### config.mk
export PLATFORM = sky130hd
export DESIGN_NAME = scpm_top
export DESIGN_NICKNAME = d
export VERILOG_FILES = /design/src/inc/scpm_pkg.sv /design/src/verilog/scpm_settle_timer.sv /design/src/verilog/scpm_top.sv
export VERILOG_INCLUDE_DIRS = /design/src /design/src/inc
export SDC_FILE = /design/constraint.sdc
export NUM_CORES = 1
export LEC_CHECK = 0
export BUFFER_PORTS_ARGS = -buffer_cell sky130_fd_sc_hd__buf_4
export CORE_MARGIN = 2
export CORE_UTILIZATION = 45
export CTS_CLUSTER_DIAMETER = 60
export DETAILED_ROUTE_END_ITERATION = 16
export PLACE_DENSITY = 0.72
export SLEW_MARGIN = 20
export SYNTH_ARGS = -nofsm -noshare
export SYNTH_HDL_FRONTEND = slang
export SYNTH_HIERARCHICAL = 1
export SYNTH_SLANG_ARGS = --single-unit
### constraint.sdc
create_clock -name clk -period 2.7 [get_ports clk]
set_clock_uncertainty 0.2 [all_clocks]
set_input_delay 0.405 -clock clk [delete_from_list [all_inputs] [get_ports clk]]
set_output_delay 0.405 -clock clk [all_outputs]
set_load 0.02 [all_outputs]
### src/inc/scpm_cfg.svh
// offsets, field positions, reset values and timing counts of the clock/power-mode block
`ifndef SCPM_CFG_SVH
`define SCPM_CFG_SVH

`define SCPM_ADDR_W 12
`define SCPM_OFF_SYS_CLK_CTRL 12'h000
`define SCPM_OFF_FAST_OSC_CTRL 12'h004

`define SCPM_SEL_HI 7
`define SCPM_SEL_LO 5
`define SCPM_FAST_KEEP_BIT 1
`define SCPM_SLOW_KEEP_BIT 0
`define SCPM_STABLE_BIT 1
`define SCPM_ENABLE_BIT 0

`define SCPM_SEL_RST 3'h0
`define SCPM_SEL_SLOW 3'h7
`define SCPM_KEEP_RST 1'h0
`define SCPM_FAST_EN_RST 1'h1

`define SCPM_CLK_MHZ 25
`define SCPM_FAST_SETTLE_NS 16000
`define SCPM_SLOW_SETTLE_NS 100000
`define SCPM_FAST_SETTLE_CYC ((`SCPM_FAST_SETTLE_NS * `SCPM_CLK_MHZ + 999) / 1000)
`define SCPM_SLOW_SETTLE_CYC ((`SCPM_SLOW_SETTLE_NS * `SCPM_CLK_MHZ + 999) / 1000)
`define SCPM_SETTLE_W 12

`endif

### src/inc/scpm_pkg.sv
// types shared by the clock/power-mode block
package scpm_pkg;
	typedef enum logic [2:0] {
		SCPM_RUN = 3'b001,
		SCPM_HALT = 3'b010,
		SCPM_WAKE = 3'b100
	} scpm_state_t;

	typedef enum logic [2:0] {
		SCPM_PM_ACTIVE = 3'h0,
		SCPM_PM_SLEEP = 3'h1,
		SCPM_PM_IDLE_SLOW_ONLY = 3'h2,
		SCPM_PM_IDLE_BOTH_CLOCKS = 3'h3,
		SCPM_PM_IDLE_FAST_ONLY = 3'h4
	} scpm_pmode_t;
endpackage

### src/verilog/scpm_settle_timer.sv
// oscillator settling timer: stable flag rises a fixed count after the oscillator starts
`timescale 1ns/1ns
`include "scpm_cfg.svh"
module scpm_settle_timer #(
	parameter logic [`SCPM_SETTLE_W-1:0] SETTLE_CYC = 12'h001
) (
	input wire logic clk,
	input wire logic rst_b,
	input wire logic osc_run,
	input wire logic restart,
	output logic stable
);
	logic [`SCPM_SETTLE_W-1:0] cnt_q;

	// restart drops the flag at once, even while the oscillator keeps running
	always_ff @(posedge clk) begin
		if (!rst_b || !osc_run || restart) begin
			cnt_q <= '0;
		end else if (cnt_q != SETTLE_CYC) begin
			cnt_q <= cnt_q + 12'h001;
		end
	end

	always_ff @(posedge clk) begin
		if (!rst_b || !osc_run || restart) begin
			stable <= 1'b0;
		end else if (cnt_q == SETTLE_CYC) begin
			stable <= 1'b1;
		end
	end
endmodule

### src/verilog/scpm_top.sv
// system clock selection, oscillator gating and power-down mode control with apb registers
//
// Our own choices: the APB interface to the registers and the placing of the registers.
`timescale 1ns/1ns
`include "scpm_cfg.svh"

// Notes on behaviour
// - select codes pick fast divisor or slow clock
// - slow mode runs from the slow oscillator
// - sleep stops all clocks except watchdog's
// - idle_slow_only keeps slow clock, stops fast
// - idle_both_clocks keeps fast and slow clocks
// - idle_fast_only keeps fast, stops slow clock
// - halt sets power-down, clears timeout flag
// - halt clears watchdog counter, enable decides counting
// - halt freezes cpu state and execution
// - enable rising clears stable flag, settles later
// - fast enable bit starts/stops oscillator, resets 1; ignored in halt and while a fast source clocks the cpu in run
// - slow mode fast clock follows enable bit
// - sleep keeps slow oscillator only with watchdog
// - switch to slow waits for slow stable
// - select and keep bits reset 0, unused read 0
module scpm_top (
	input wire logic clk,
	input wire logic rst_b,
	input wire logic psel,
	input wire logic penable,
	input wire logic pwrite,
	input wire logic [`SCPM_ADDR_W-1:0] paddr,
	input wire logic [31:0] pwdata,
	output logic [31:0] prdata,
	output logic pready,
	output logic pslverr,
	input wire logic halt_req,
	input wire logic wake_req,
	input wire logic wdt_enable,
	input wire logic wdt_timeout,
	input wire logic clr_wdt,
	input wire logic fast_osc_tick,
	input wire logic slow_osc_tick,
	output logic fast_osc_run,
	output logic slow_osc_run,
	output logic sys_clk_en,
	output logic cpu_clk_en,
	output logic fast_clk_en,
	output logic sub_clk_en,
	output logic wdt_clk_en,
	output logic cpu_halted,
	output logic wdt_counter_clr,
	output logic wdt_count_en,
	output logic power_down_flag,
	output logic watchdog_timeout_flag,
	output scpm_pkg::scpm_pmode_t power_mode
);
	import scpm_pkg::*;

	function automatic logic sel_is_slow(input logic [2:0] sel);
		sel_is_slow = (sel == `SCPM_SEL_SLOW);
	endfunction

	// low bits of the fast tick counter that must be all ones for a divided pulse
	function automatic logic [5:0] div_mask(input logic [2:0] sel);
		logic [6:0] m;
		m = 7'h00;
		m = (7'h01 << sel) - 7'h01;
		div_mask = m[5:0];
	endfunction

	scpm_state_t state_q;
	logic [2:0] sys_clk_select_q;
	logic fast_osc_keep_in_halt_q;
	logic slow_osc_keep_in_halt_q;
	logic fast_osc_enable_q;
	logic [2:0] active_sel_q;
	logic [5:0] div_cnt_q;
	logic fast_restart_q;
	logic fast_osc_stable_flag;
	logic slow_stable;
	logic wr_take, rd_take, addr_ok;
	logic fast_run_d, slow_run_d, sub_run_d, sys_src_on, sys_tick;

	assign addr_ok = (paddr == `SCPM_OFF_SYS_CLK_CTRL) || (paddr == `SCPM_OFF_FAST_OSC_CTRL);
	assign wr_take = psel && penable && pready && pwrite;
	assign rd_take = psel && penable && !pready;

	// one wait state: pready rises in the second access cycle
	always_ff @(posedge clk) begin
		if (!rst_b) begin
			pready <= 1'b0;
		end else begin
			pready <= psel && penable && !pready;
		end
	end

	always_ff @(posedge clk) begin
		if (!rst_b) begin
			pslverr <= 1'b0;
		end else begin
			pslverr <= psel && penable && !pready && !addr_ok;
		end
	end

	always_ff @(posedge clk) begin
		if (!rst_b) begin
			prdata <= 32'h0000_0000;
		end else if (rd_take && !pwrite) begin
			prdata <= 32'h0000_0000;
			if (paddr == `SCPM_OFF_SYS_CLK_CTRL) begin
				prdata[`SCPM_SEL_HI:`SCPM_SEL_LO] <= sys_clk_select_q;
				prdata[`SCPM_FAST_KEEP_BIT] <= fast_osc_keep_in_halt_q;
				prdata[`SCPM_SLOW_KEEP_BIT] <= slow_osc_keep_in_halt_q;
			end else if (paddr == `SCPM_OFF_FAST_OSC_CTRL) begin
				prdata[`SCPM_STABLE_BIT] <= fast_osc_stable_flag;
				prdata[`SCPM_ENABLE_BIT] <= fast_osc_enable_q;
			end
		end
	end

	always_ff @(posedge clk) begin
		if (!rst_b) begin
			sys_clk_select_q <= `SCPM_SEL_RST;
			fast_osc_keep_in_halt_q <= `SCPM_KEEP_RST;
			slow_osc_keep_in_halt_q <= `SCPM_KEEP_RST;
		end else if (wr_take && paddr == `SCPM_OFF_SYS_CLK_CTRL) begin
			sys_clk_select_q <= pwdata[`SCPM_SEL_HI:`SCPM_SEL_LO];
			fast_osc_keep_in_halt_q <= pwdata[`SCPM_FAST_KEEP_BIT];
			slow_osc_keep_in_halt_q <= pwdata[`SCPM_SLOW_KEEP_BIT];
		end
	end

	always_ff @(posedge clk) begin
		if (!rst_b) begin
			fast_osc_enable_q <= `SCPM_FAST_EN_RST;
		end else if (wr_take && paddr == `SCPM_OFF_FAST_OSC_CTRL) begin
			fast_osc_enable_q <= pwdata[`SCPM_ENABLE_BIT];
		end
	end

	// a write of 1 restarts settling only when the enable bit was 0, so the flag reads 0 first
	always_ff @(posedge clk) begin
		if (!rst_b) begin
			fast_restart_q <= 1'b0;
		end else begin
			fast_restart_q <= wr_take && paddr == `SCPM_OFF_FAST_OSC_CTRL &&
				pwdata[`SCPM_ENABLE_BIT] && !fast_osc_enable_q;
		end
	end

	scpm_settle_timer #(
		.SETTLE_CYC(`SCPM_SETTLE_W'(`SCPM_FAST_SETTLE_CYC))
	) u_fast_settle (
		.clk(clk),
		.rst_b(rst_b),
		.osc_run(fast_osc_run),
		.restart(fast_restart_q),
		.stable(fast_osc_stable_flag)
	);

	scpm_settle_timer #(
		.SETTLE_CYC(`SCPM_SETTLE_W'(`SCPM_SLOW_SETTLE_CYC))
	) u_slow_settle (
		.clk(clk),
		.rst_b(rst_b),
		.osc_run(slow_osc_run),
		.restart(1'b0),
		.stable(slow_stable)
	);

	// mode machine; halt while waking is ignored, wake while running is ignored
	always_ff @(posedge clk) begin
		if (!rst_b) begin
			state_q <= SCPM_RUN;
		end else begin
			case (state_q)
				SCPM_RUN: begin
					if (halt_req) begin
						state_q <= SCPM_HALT;
					end
				end
				SCPM_HALT: begin
					if (wake_req) begin
						state_q <= SCPM_WAKE;
					end
				end
				SCPM_WAKE: begin
					// resume only once the selected source is settled
					if (sel_is_slow(active_sel_q) ? slow_stable : fast_osc_stable_flag) begin
						state_q <= SCPM_RUN;
					end
				end
				default: begin
					state_q <= SCPM_RUN;
				end
			endcase
		end
	end

	// source switch: to slow only when settled, to fast at once
	always_ff @(posedge clk) begin
		if (!rst_b) begin
			active_sel_q <= `SCPM_SEL_RST;
		end else if (sel_is_slow(sys_clk_select_q)) begin
			if (slow_stable) begin
				active_sel_q <= sys_clk_select_q;
			end
		end else begin
			active_sel_q <= sys_clk_select_q;
		end
	end

	always_ff @(posedge clk) begin
		if (!rst_b) begin
			div_cnt_q <= 6'h00;
		end else if (fast_osc_tick && fast_osc_run) begin
			div_cnt_q <= div_cnt_q + 6'h01;
		end
	end

	always_comb begin
		fast_run_d = 1'b1;
		slow_run_d = 1'b1;
		sub_run_d = 1'b1;
		if (state_q == SCPM_HALT) begin
			fast_run_d = fast_osc_keep_in_halt_q;
			sub_run_d = slow_osc_keep_in_halt_q;
			slow_run_d = slow_osc_keep_in_halt_q || wdt_enable;
		end else if (sel_is_slow(active_sel_q)) begin
			fast_run_d = fast_osc_enable_q;
		end else begin
			// an active fast source cannot be cut under the cpu
			fast_run_d = fast_osc_enable_q || (state_q == SCPM_RUN);
		end
	end

	always_ff @(posedge clk) begin
		if (!rst_b) begin
			fast_osc_run <= `SCPM_FAST_EN_RST;
			slow_osc_run <= 1'b1;
			sub_clk_en <= 1'b0;
			fast_clk_en <= 1'b0;
			wdt_clk_en <= 1'b0;
		end else begin
			fast_osc_run <= fast_run_d;
			slow_osc_run <= slow_run_d;
			sub_clk_en <= slow_osc_tick && slow_osc_run && sub_run_d;
			fast_clk_en <= fast_osc_tick && fast_osc_run && fast_run_d;
			wdt_clk_en <= slow_osc_tick && slow_osc_run;
		end
	end

	assign sys_src_on = sel_is_slow(active_sel_q) ? sub_run_d : fast_run_d;
	assign sys_tick = sel_is_slow(active_sel_q) ? (slow_osc_tick && slow_osc_run) :
		(fast_osc_tick && fast_osc_run && ((div_cnt_q & div_mask(active_sel_q)) ==
		div_mask(active_sel_q)));

	// enables are whole-cycle pulses, so a source change never gives a runt
	always_ff @(posedge clk) begin
		if (!rst_b) begin
			sys_clk_en <= 1'b0;
			cpu_clk_en <= 1'b0;
		end else begin
			sys_clk_en <= sys_tick && sys_src_on && state_q != SCPM_WAKE;
			cpu_clk_en <= sys_tick && state_q == SCPM_RUN && !halt_req;
		end
	end

	always_ff @(posedge clk) begin
		if (!rst_b) begin
			cpu_halted <= 1'b0;
		end else begin
			cpu_halted <= (state_q == SCPM_RUN) ? halt_req : (state_q != SCPM_WAKE) ||
				!(sel_is_slow(active_sel_q) ? slow_stable : fast_osc_stable_flag);
		end
	end

	always_ff @(posedge clk) begin
		if (!rst_b) begin
			wdt_counter_clr <= 1'b0;
			wdt_count_en <= 1'b0;
		end else begin
			wdt_counter_clr <= halt_req && state_q == SCPM_RUN;
			wdt_count_en <= wdt_enable;
		end
	end

	// set wins over clear on both flags
	always_ff @(posedge clk) begin
		if (!rst_b) begin
			power_down_flag <= 1'b0;
		end else if (halt_req && state_q == SCPM_RUN) begin
			power_down_flag <= 1'b1;
		end else if (clr_wdt) begin
			power_down_flag <= 1'b0;
		end
	end

	always_ff @(posedge clk) begin
		if (!rst_b) begin
			watchdog_timeout_flag <= 1'b0;
		end else if (wdt_timeout) begin
			watchdog_timeout_flag <= 1'b1;
		end else if (halt_req && state_q == SCPM_RUN) begin
			watchdog_timeout_flag <= 1'b0;
		end
	end

	always_ff @(posedge clk) begin
		if (!rst_b) begin
			power_mode <= SCPM_PM_ACTIVE;
		end else if (halt_req && state_q == SCPM_RUN) begin
			case ({fast_osc_keep_in_halt_q, slow_osc_keep_in_halt_q})
				2'b00: power_mode <= SCPM_PM_SLEEP;
				2'b01: power_mode <= SCPM_PM_IDLE_SLOW_ONLY;
				2'b11: power_mode <= SCPM_PM_IDLE_BOTH_CLOCKS;
				2'b10: power_mode <= SCPM_PM_IDLE_FAST_ONLY;
				default: power_mode <= SCPM_PM_SLEEP;
			endcase
		end else if (state_q == SCPM_RUN) begin
			power_mode <= SCPM_PM_ACTIVE;
		end
	end

	a_halt_flags: assert property (@(posedge clk) disable iff (!rst_b)
		(halt_req && state_q == SCPM_RUN && !wdt_timeout) |=>
		(power_down_flag && !watchdog_timeout_flag && wdt_counter_clr))
		else $error("halt did not set power-down and clear timeout");

	a_sleep_clocks: assert property (@(posedge clk) disable iff (!rst_b)
		(state_q == SCPM_HALT && !fast_osc_keep_in_halt_q && !slow_osc_keep_in_halt_q)
		##1 (state_q == SCPM_HALT) |-> (!fast_osc_run && !sub_clk_en && !cpu_clk_en))
		else $error("clock running in sleep");

	a_sleep_wdt_osc: assert property (@(posedge clk) disable iff (!rst_b)
		(state_q == SCPM_HALT && !slow_osc_keep_in_halt_q) |=> (slow_osc_run == $past(wdt_enable)))
		else $error("slow oscillator not following watchdog enable in sleep");

	a_idle_fast: assert property (@(posedge clk) disable iff (!rst_b)
		(state_q == SCPM_HALT && fast_osc_keep_in_halt_q) |=> fast_osc_run)
		else $error("fast oscillator stopped in idle with fast keep");

	a_idle_slow_only: assert property (@(posedge clk) disable iff (!rst_b)
		(state_q == SCPM_HALT && !fast_osc_keep_in_halt_q && slow_osc_keep_in_halt_q)
		|=> (!fast_osc_run && slow_osc_run))
		else $error("wrong oscillators in idle_slow_only");

	a_halt_no_cpu: assert property (@(posedge clk) disable iff (!rst_b)
		(state_q == SCPM_HALT) [*2] |-> !cpu_clk_en && cpu_halted)
		else $error("cpu clocked during power-down");

	a_slow_switch: assert property (@(posedge clk) disable iff (!rst_b)
		(sel_is_slow(active_sel_q) && !$past(sel_is_slow(active_sel_q))) |-> $past(slow_stable))
		else $error("switched to slow clock before it settled");

	a_stable_clear: assert property (@(posedge clk) disable iff (!rst_b)
		fast_restart_q |=> !fast_osc_stable_flag ##1 !fast_osc_stable_flag)
		else $error("stable flag not cleared on enable");

	a_slow_fast_en: assert property (@(posedge clk) disable iff (!rst_b)
		(state_q == SCPM_RUN && sel_is_slow(active_sel_q)) |=> fast_osc_run == $past(fast_osc_enable_q))
		else $error("fast oscillator not following enable in slow mode");

	a_wake_stable: assert property (@(posedge clk) disable iff (!rst_b)
		(state_q == SCPM_WAKE && !sel_is_slow(active_sel_q) && !fast_osc_stable_flag)
		|=> state_q != SCPM_RUN)
		else $error("woke onto an unsettled fast clock");

	c_sleep: cover property (@(posedge clk) disable iff (!rst_b)
		state_q == SCPM_HALT && power_mode == SCPM_PM_SLEEP ##1 state_q == SCPM_WAKE);
	c_slow_mode: cover property (@(posedge clk) disable iff (!rst_b)
		sel_is_slow(active_sel_q) && cpu_clk_en);
	c_restart: cover property (@(posedge clk) disable iff (!rst_b)
		fast_restart_q ##[1:500] fast_osc_stable_flag);
endmodule
Word level (Yosys, flattened, before mapping) --
Cells that the tools add are included.
Storage, ports and cells: input port bits 56, flip-flop bits (word level) 67, logic and storage cells 119
Operators by class: shift operators 1, reduce and logical (&&, ||, !) cells 43, mux-type cells 23, $add $sub $neg 4, bitwise gates (word level) 1, equality and inequality tests 19
Operators by type and width (count):
- $add 12x1->12 const B | 2
- $mux 3 | 8
- $logic_and 1x1->1 | 20
- $eq 12x12->1 const B | 1
- $eq 12x3->1 const B | 1
- $eq 12x9->1 const B | 1
- $logic_not 12->1 | 1
- $ne 12x12->1 const B | 1
- $ne 12x9->1 const B | 1
- $pmux 3 s4 | 1
- $mux 1 | 11
- $eq 3x3->1 const B | 3
- $logic_not 1->1 | 9
- $pmux 3 s3 | 1
- $logic_or 1x1->1 | 7
- $add 6x1->6 const B | 1
- $and 6x6->6 | 1
- $eq 6x6->1 | 1
- $ne 2x2->1 const B | 3
- $reduce_bool 2->1 | 3
- $shl 1x3->6 const A | 1
- $sub 6x1->6 const B | 1
- $eq 2x2->1 const B | 2
- $mux 2 | 2
- other kinds (8) | 8

Logic depth before layout (Yosys ltp) --
Gate-level depths: netlist of run 1.
depth after elaboration 8, gate-level depth with buffers 6, depth with buffers taken out 5

Cells and area by module --
The synthesis of run 1 kept the hierarchy.
Modules (own cells, without submodules):
- scpm_top | cells each 235, times used 1, area an instance 2003.2 µm², sequential area each 820.8 µm²
- scpm_settle_timer (u_fast_settle) | cells each 73, times used 1, area an instance 659.4 µm², sequential area each 260.2 µm²
- scpm_settle_timer (u_slow_settle) | cells each 73, times used 1, area an instance 641.9 µm², sequential area each 260.2 µm²

Least setup slack after synthesis of run 1 --
OpenSTA, ideal clock, no wires.
path kind reg2reg, from register u_fast_settle.cnt_q[3], to register u_fast_settle.cnt_q[0], required time 2.428 ns, cell stages (with the launch flop) 4, setup time 0.072 ns, path slack 1.086 ns, arrival time 1.342 ns, cell sequence dfxtp_1 > or4b_4 > nor3_4 > mux2i_1
Between the ends: cells in the longest elaborated chain, start to end 1
Ends and longest elaborated chain:
- start, declared | line scpm_settle_timer.sv:13 | logic [`SCPM_SETTLE_W-1:0] cnt_q;
- start signal, assigned | line scpm_settle_timer.sv:20 | cnt_q <= cnt_q + 12'h001;
- $ne 12x9->1 | line scpm_settle_timer.sv:19 | end else if (cnt_q != SETTLE_CYC) begin
No other way between the ends. A chain may end at the register's enable or synchronous reset.

Worst setup path in the final report of run 1 --
from register u_slow_settle.cnt_q[0], to register u_slow_settle.cnt_q[10]
Between the ends: cells in the longest elaborated chain, start to end 1, elaborated cells on any way between the ends 2
Ends and longest elaborated chain (line):
- start, declared | scpm_settle_timer.sv:13
- start signal, assigned | scpm_settle_timer.sv:20
- $add 12x1->12 or $ne 12x12->1 (tied branches) | scpm_settle_timer.sv:20, scpm_settle_timer.sv:19
Parallel ways exist; a longest one is shown, timed or not.

==> results.rst, run 1 <==
.. list-table::
   :header-rows: 1

   * - Metric
     - Value
   * - CTS tree
     - done
   * - Status
     - complete, no violations
   * - Startpoint of the lowest-slack register-to-register path
     - u_slow_settle/cnt_q[0]
   * - Hold Path End
     - watchdog_timeout_flag
   * - Final routed DRC violation total
     - 0
   * - Post-detailed-route via-to-cell ratio
     - 5.185
   * - Worst vdd ir
     - 224.6 uV
   * - Final cell count without fillers
     - 535
   * - CP Class
     - register to register
   * - Final worst-path cycle share
     - 0.6462
   * - Worst min-delay path category
     - input pin to register
   * - Util after Layout
     - 0.5353
   * - Largest net degree at the start of global routing
     - 28
   * - Register-to-register setup slack
     - 960 ps
   * - Die Height
     - 89.69 um
   * - Global-route wire length before repair
     - 10.98 mm
   * - Via count
     - 2774
   * - Worst-case setup margin in the final layout
     - 955.2 ps
   * - DP Worst Slack
     - 807.7 ps
   * - Clock latency at the later pin of the worst-skew pair
     - 350 ps
   * - Post-synth design cell area
     - 3304 um2
   * - Syn. warnings
     - 6
   * - Critical path's slowest cell
     - sky130_fd_sc_hd__or4_1
   * - Via count of the first global-routing pass
     - 2462
   * - DPL Wire Length
     - 4.913 mm
   * - Shortest clock period the worst path allows after layout
     - 1745 ps
   * - Number of cells in the design after placement
     - 519
   * - Final RePlAce weighted congestion
     - 0.8307
   * - Initial core utilization
     - 0.4605
   * - Total setup buffers inserted after CTS
     - 0
   * - Leakage power
     - 1.473 nW
   * - Count of inserted antenna diode cells
     - 0
   * - IO buf count
     - 50
   * - Min-Delay Path Depth
     - 3
   * - Number of distinct library cells after synthesis
     - 56
   * - Total of cells resized after clock tree synthesis
     - 0
   * - Clock-pin slew of the registers on the worst-case setup and hold paths
     - 80 ps
   * - Worst path max stage delay
     - 500 ps
   * - Worst setup SP type
     - register
   * - Maximum fanout encountered on the critical timing path
     - 5
   * - Average wire per standard cell
     - 12.68 um
   * - Total Nets Final
     - 495
   * - Final ANT Viol Nets
     - 0
   * - Post-Synthesis Cells
     - 381
   * - Register bit total from synthesis
     - 67
   * - Average footprint of a synthesized cell
     - 8.673 um2
   * - Relative area change from synthesis to final layout
     - 16.24%
   * - Root buffer selected by CTS
     - sky130_fd_sc_hd__clkbuf_8
   * - Chip width
     - 89.69 um
   * - Sum of negative setup slack
     - 0 ps
   * - Antenna violations before repair
     - 0
   * - Fillcell total
     - 678
   * - Share of post-route cells with drive strength above 1
     - 0.1927
   * - Number of buffers on the longest clock path
     - 2
   * - Number of enable flip-flop cells after synthesis
     - 0
   * - Post-synthesis sequential area ratio
     - 0.4059
   * - Hold-fix buffers at CTS
     - 0
   * - Type of element capturing the critical path
     - register
   * - RSZ-0062 raised after global routing
     - false
   * - Initial DRC Count
     - 102
   * - Fin. Hold Viols
     - 0
   * - Hold Worst Slack
     - 71.29 ps
   * - IO Pins
     - 105
   * - Most instantiated flip-flop cell in the synthesis netlist
     - sky130_fd_sc_hd__dfxtp_1
   * - Critical path arrival
     - 1830 ps
   * - Max cap viols
     - 0
   * - Sequential Area
     - 1341 um2
   * - Worst reg2reg path depth
     - 4
   * - Total Routed Length
     - 6.784 mm
   * - Combined area of the multi-input logic cells
     - 1738 um2
   * - Placement Rows
     - 31
   * - Commonest non-fill, non-tap cell in the layout
     - sky130_fd_sc_hd__dfxtp_1
   * - Count of final max-slew check failures
     - 0
   * - Cells along the critical path
     - ha_1 -> nand3_1 -> or4_1 -> a21oi_1
   * - Clock buffer count from CTS
     - 9
   * - Hold path startpoint
     - wdt_timeout
   * - Required time reported for the critical path endpoint
     - 2780 ps
   * - Max H-tree Level
     - 3
   * - Die area
     - 8044 um2
   * - Achievable clock frequency
     - 0.5731 GHz
   * - Commonest cells after routing, fill and taps aside
     - 67 x sky130_fd_sc_hd__dfxtp_1, 50 x sky130_fd_sc_hd__buf_4, 38 x sky130_fd_sc_hd__nand2_1
   * - Core Region
     - 7176 um2
   * - Buf+Inv Stages, Crit Path
     - 0
   * - Kind of cell adding the most delay to the critical path
     - simple AND/OR/NAND/NOR gates
   * - Async S/R FF share, synth
     - 0
   * - Total power divided by cell area
     - 540.5 nW/um2
   * - GRT Residual Overflow
     - 0
   * - Number of iterations in the first detailed-routing pass
     - 4
   * - # setup viols final
     - 0
   * - GRT Resource Usage Total
     - 0.1760
   * - Number of sinks handled by clock tree synthesis
     - 67
   * - Capturing point of the worst reg2reg path
     - u_slow_settle/cnt_q[10]
cell families after synthesis:
logic type | count (synthesis) | share of synthesized area
AOI/OAI and AO/OA | 83 | 0.1454
xor gates and xnor gates | 8 | 0.02120
adders and majority gates | 8 | 0.03029
buffers and inverters | 55 | 0.09996
DFF | 67 | 0.4059
muxes | 6 | 0.01818
other | 1 | 0.001135
and+or+nand+nor | 153 | 0.2779
worst max-delay path by stage:
stage,from,endpoint,slack (ps),depth (start not counted)
floorplan,u_fast_settle/cnt_q[3],u_fast_settle/cnt_q[0],1090,3
global placement,rst_b,sys_clk_en,840,5
detailed placement,rst_b,sys_clk_en,810,5
CTS,u_slow_settle/cnt_q[0],u_slow_settle/cnt_q[10],960,4
global route,u_slow_settle/cnt_q[0],u_slow_settle/cnt_q[1],830,5
finish,u_slow_settle/cnt_q[0],u_slow_settle/cnt_q[10],960,4
sequential cells by signal, summed over array words and instances, names as in the netlist, 3 cells and up:
name                 flops
div_cnt_q                6
sys_clk_select_q         3
prdata                   5
u_slow_settle/cnt_q     12
u_fast_settle/cnt_q     12
active_sel_q             3
power_mode               3
state_q                  3
worst register-to-register path, delay by kind of cell, from the launching register on:
family / cells / cell delay, ps
and+or+nand+nor: 2 / 680
adders and majority gates: 1 / 230
AOI/OAI and AO/OA: 1 / 140
DFF: 1 / 420
power by group:
part	switching, mW	total [mW]	internal [mW]
logic	0.121	0.199	0.0777
clock network	0.391	0.842	0.451
registers	0.0241	1.04	1.01
total	0.536	2.08	1.54
metrics by stage:
stage | power, mW | cell area, um2
2_1_floorplan | 1.212 | 3410
3_3_place_gp | 1.253 | 3638
3_5_place_dp | 1.258 | 3638
4_1_cts | 2.096 | 3841
5_1_grt | 2.162 | 3841
6_report | 2.076 | 3841
layout make-up:
class                           instances  share of cell area
Multi-Input combinational cell        287              0.4524
Sequential cell                        67              0.3492
Timing Repair Buffer                   50             0.09772
Clock buffer                           10             0.03583
Tap cell                               99             0.03225
Clock inverter                          6             0.01694
Inverter                               16             0.01564
synth_stat cells, drive strengths merged, types with 2 or more instances:
library cell,count,area [um2]
dfxtp,67,1341
nand2,39,148.9
a21oi,35,175.2
buf,35,255.2
nand3,26,130.1
o21ai,20,100.1
inv,16,60.05
nor2,13,48.80
o31ai,10,80.07
or3,9,60.06
ha,8,100.1
nand2b,8,50.05
nor3,8,62.56
or4,8,60.06
a31oi,7,43.79
and3,6,38.79
mux2i,6,60.06
nand4,5,43.79
xnor2,5,43.79
clkbuf,4,15.01
nand3b,4,30.03
nand4b,4,35.03
nor4,4,37.53
and2,3,18.77
nor2b,3,18.77
nor3b,3,38.79
nor4b,3,32.53
o21a,3,22.52
xor2,3,26.28
a211oi,2,15.01
a21boi,2,15.01
and3b,2,17.52
o22ai,2,12.51
per-layer routing:
metal  wire [um]  vias to the layer above  global-route usage
li1            -                     1407                   -
met2        3132                       82              0.2828
met1        3190                     1276              0.2263
met4         132                        0             0.08955
met5           0                        -                   0
met3         329                        9             0.03199
No activity file was read; power rests on OpenSTA's default activity.
==> run 2, diff against run 1 <==
--- a/config.mk
+++ b/config.mk
@@ -11,7 +11,7 @@
 export CORE_UTILIZATION = 45
 export CTS_CLUSTER_DIAMETER = 60
 export DETAILED_ROUTE_END_ITERATION = 16
-export PLACE_DENSITY = 0.72
+export PLACE_DENSITY = 0.75
 export SLEW_MARGIN = 20
 export SYNTH_ARGS = -nofsm -noshare
 export SYNTH_HDL_FRONTEND = slang
==> constraint.sdc (replaced) <==
create_clock -name clk -period 1.6 [get_ports clk]
set_clock_uncertainty 0.2 [all_clocks]
set_input_delay 0.24 -clock clk [delete_from_list [all_inputs] [get_ports clk]]
set_output_delay 0.24 -clock clk [all_outputs]
set_load 0.02 [all_outputs]
==> run 2 against run 1 <==
Net effect:
- the run now ends with negative setup slack left
- first-iteration DRC count unchanged
- core utilization up 6.4 points
- routed wire length up 15%
- worst hold slack worse by 52 ps
- critical endpoint is now u_fast_settle/cnt_q[0]
- highest routed layer unchanged
==> results.rst, run 2 (same netlist as run 1, synthesis figures left out) <==
.. list-table::
   :header-rows: 1

   * - Metric
     - Value
   * - Status
     - finished, violations left
   * - Violations in the final reports
     - negative setup slack
   * - Hold path startpoint
     - rst_b
   * - Startpoint of the lowest-slack register-to-register path
     - u_fast_settle/cnt_q[5]
   * - Largest registers
     - u_fast_settle/cnt_q (12), u_slow_settle/cnt_q (12), div_cnt_q (6)
   * - Sum of negative setup slack
     - -192.0 ps (-192.0 ps)
   * - IO Pins
     - 105 (unchanged)
   * - Via count of the first global-routing pass
     - 2689 (+9.2%)
   * - Antenna violations before repair
     - 0 (unchanged)
   * - Worst-case setup margin in the final layout
     - -77.91 ps (-1033 ps)
   * - Root buffer selected by CTS
     - sky130_fd_sc_hd__clkbuf_8
   * - Kind of cell adding the most delay to the critical path
     - simple AND/OR/NAND/NOR gates
   * - Final RePlAce weighted congestion
     - 0.8317 (+0.12%)
   * - Commonest cells after routing, fill and taps aside
     - 76 x sky130_fd_sc_hd__buf_4, 53 x sky130_fd_sc_hd__dfxtp_1, 38 x sky130_fd_sc_hd__nand2_1
   * - Chip width
     - 89.69 um (unchanged)
   * - Leakage power
     - 1.680 nW (+14%)
   * - Total Routed Length
     - 7.798 mm (+15%)
   * - # setup viols final
     - 6 (+6)
   * - Total power divided by cell area
     - 847.3 nW/um2 (+57%)
   * - Number of iterations in the first detailed-routing pass
     - 4 (unchanged)
   * - Die area
     - 8044 um2 (unchanged)
   * - Max H-tree Level
     - 3 (unchanged)
   * - Critical path arrival
     - 1740 ps (-90 ps)
   * - Maximum fanout encountered on the critical timing path
     - 4 (-1)
   * - Die Height
     - 89.69 um (unchanged)
   * - Average wire per standard cell
     - 13.56 um (+7.0%)
   * - Buf+Inv Stages, Crit Path
     - 0 (unchanged)
   * - Initial DRC Count
     - 102 (unchanged)
   * - Cells along the critical path
     - or4b_4 -> nor3_4 -> mux2i_1
   * - Largest net degree at the start of global routing
     - 27 (-3.6%)
   * - Shortest clock period the worst path allows after layout
     - 1678 ps (-66.87 ps)
   * - Clock buffer count from CTS
     - 9 (unchanged)
   * - Count of final max-slew check failures
     - 0 (unchanged)
   * - Number of sinks handled by clock tree synthesis
     - 67 (unchanged)
   * - Proportion of power drawn by flip-flops and latches
     - 0.479 (-0.020)
   * - Initial core utilization
     - 0.4605 (unchanged)
   * - CTS tree
     - done
   * - Number of buffers on the longest clock path
     - 2 (unchanged)
   * - Fillcell total
     - 602 (-11%)
   * - Type of element capturing the critical path
     - register
   * - CP Class
     - register to register
   * - Achievable clock frequency
     - 0.5960 GHz (+4.0%)
   * - Switching share of power
     - 0.2582 (about the same)
   * - Final worst-path cycle share
     - 1.049 (+0.4025)
   * - Worst setup path start
     - u_fast_settle/cnt_q[5]
   * - Final ANT Viol Nets
     - 0 (unchanged)
   * - Post-Place Cell Area
     - 3826 um2 (+5.2%)
   * - Register-to-register setup slack
     - -80 ps (-1030 ps)
   * - Core Region
     - 7176 um2 (unchanged)
   * - Final routed DRC violation total
     - 0 (unchanged)
   * - Total Nets Final
     - 535 (+8.1%)
   * - Worst min-delay path category
     - input pin to register
   * - Commonest non-fill, non-tap cell in the layout
     - sky130_fd_sc_hd__buf_4
   * - Part of the total power dissipated in combinational logic
     - 0.116 (+0.020)
   * - Via count
     - 2985 (+7.6%)
   * - GRT Resource Usage Total
     - 0.1907 (+0.01466)
   * - GRT Residual Overflow
     - 0 (unchanged)
   * - Clock latency at the later pin of the worst-skew pair
     - 350 ps (about the same)
   * - Share of post-route cells with drive strength above 1
     - 0.2920 (+0.09936)
   * - Post-detailed-route via-to-cell ratio
     - 5.191 (+0.12%)
   * - Design Area, Final
     - 4302 um2 (+12%)
   * - Power dissipated by switching net loads
     - 0.9411 mW (+76%)
   * - DPL Wire Length
     - 5.223 mm (+6.3%)
   * - Placement Rows
     - 31 (unchanged)
   * - Clock-pin slew of the registers on the worst-case setup and hold paths
     - 80 ps (about the same)
   * - RSZ-0062 raised after global routing
     - true
   * - Max cap viols
     - 0 (unchanged)
   * - Required time reported for the critical path endpoint
     - 1660 ps (-1120 ps)
   * - Worst path max stage delay
     - 560 ps (+60 ps)
   * - Global-route wire length before repair
     - 12.01 mm (+9.3%)
   * - Internal power of the cells
     - 2.704 mW (+76%)
   * - IO buf count
     - 50 (unchanged)
   * - Fin. Hold Viols
     - 0 (unchanged)
   * - Critical path's slowest cell
     - sky130_fd_sc_hd__or4b_4
   * - Relative area change from synthesis to final layout
     - 30.18%
   * - Worst setup SP type
     - register
   * - Clk network pwr share
     - 0.405 (about the same)
   * - Count of inserted antenna diode cells
     - 0 (unchanged)
   * - Util after Layout
     - 0.5995 (+0.06417)
   * - Worst vdd ir
     - 384.2 uV (+71%)
run 2: cell types whose count changed in the layout (fill, tap and decap cells not counted), sizes merged:
| cell | before | now |
|---|---|---|
| buf | 50 | 76 |
| clkbuf | 10 | 11 |
| clkinvlp | 1 | 0 |
| dlygate4sd3 | 0 | 14 |
run 2: stage by stage:
step / setup WS [ps] / std cells / hold slack, ps / total power [mW]
after floorplan: 20.68 / 409 / 118.5 / 2.046
after global placement: -25.29 / 544 / 236.0 / 2.142
after detailed placement: -59.02 / 544 / 238.7 / 2.153
after CTS: -34.74 / 575 / 1.303 / 3.660
after global routing: -154.7 / 575 / 19.01 / 3.802
final: -77.91 / 575 / 19.64 / 3.645
run 2: path summary, 6_finish.rpt:
| kind | to | cells past startpoint |
|---|---|---|
| max | u_fast_settle/cnt_q[0] | 3 |
| min | active_sel_q[1] | 3 |
| max reg2reg | u_fast_settle/cnt_q[0] | 3 |
| min reg2reg | prdata[0] | 2 |
run 2: per-layer routing:
layer | vias up | part of all wire | global-route usage
li1 | 1489 | - | -
met1 | 1397 | 0.45 | 0.2340
met2 | 91 | 0.50 | 0.3269
met3 | 8 | 0.046 | 0.04479
met4 | 0 | 0.011 | 0.06649
met5 | - | 0 | 0
run 2: area by class of cell:
cell class,count,area [um2],area share
Clock buffer,11,151.4,0.03519
Clock inverter,5,61.31,0.01425
Inverter,16,60.06,0.01396
Multi-Input combinational cell,287,1836,0.4267
Sequential cell,67,1359,0.3159
Tap cell,99,123.9,0.02880
Timing Repair Buffer,90,710.7,0.1652
run 2: power groups by stage:
stage                     clock network, mW  logic (mW)  registers (mW)
after floorplan                           0       0.250            1.80
after global placement                    0       0.365            1.78
after detailed placement                  0       0.375            1.78
after CTS                              1.51       0.408            1.74
after global routing                   1.59       0.462            1.75
final                                  1.48       0.423            1.74
run 2: worst reg2reg max path, stage by stage (launching register included):
cell and delay, ps:
sky130_fd_sc_hd__dfxtp_2 350, sky130_fd_sc_hd__or4b_4 560, sky130_fd_sc_hd__nor3_4 270, sky130_fd_sc_hd__mux2i_1 220
run 2: what timing repair did:
| item | CTS | global route |
|---|---|---|
| pin swaps | 1 | 6 |
| endpoints found under the setup margin | 11 | 26 |
| buffers inserted | 1 | 0 |
| hold buffers | 14 | 0 |
| gates resized for setup | 10 | 24 |
| hold endpoints to repair | 16 | 0 |
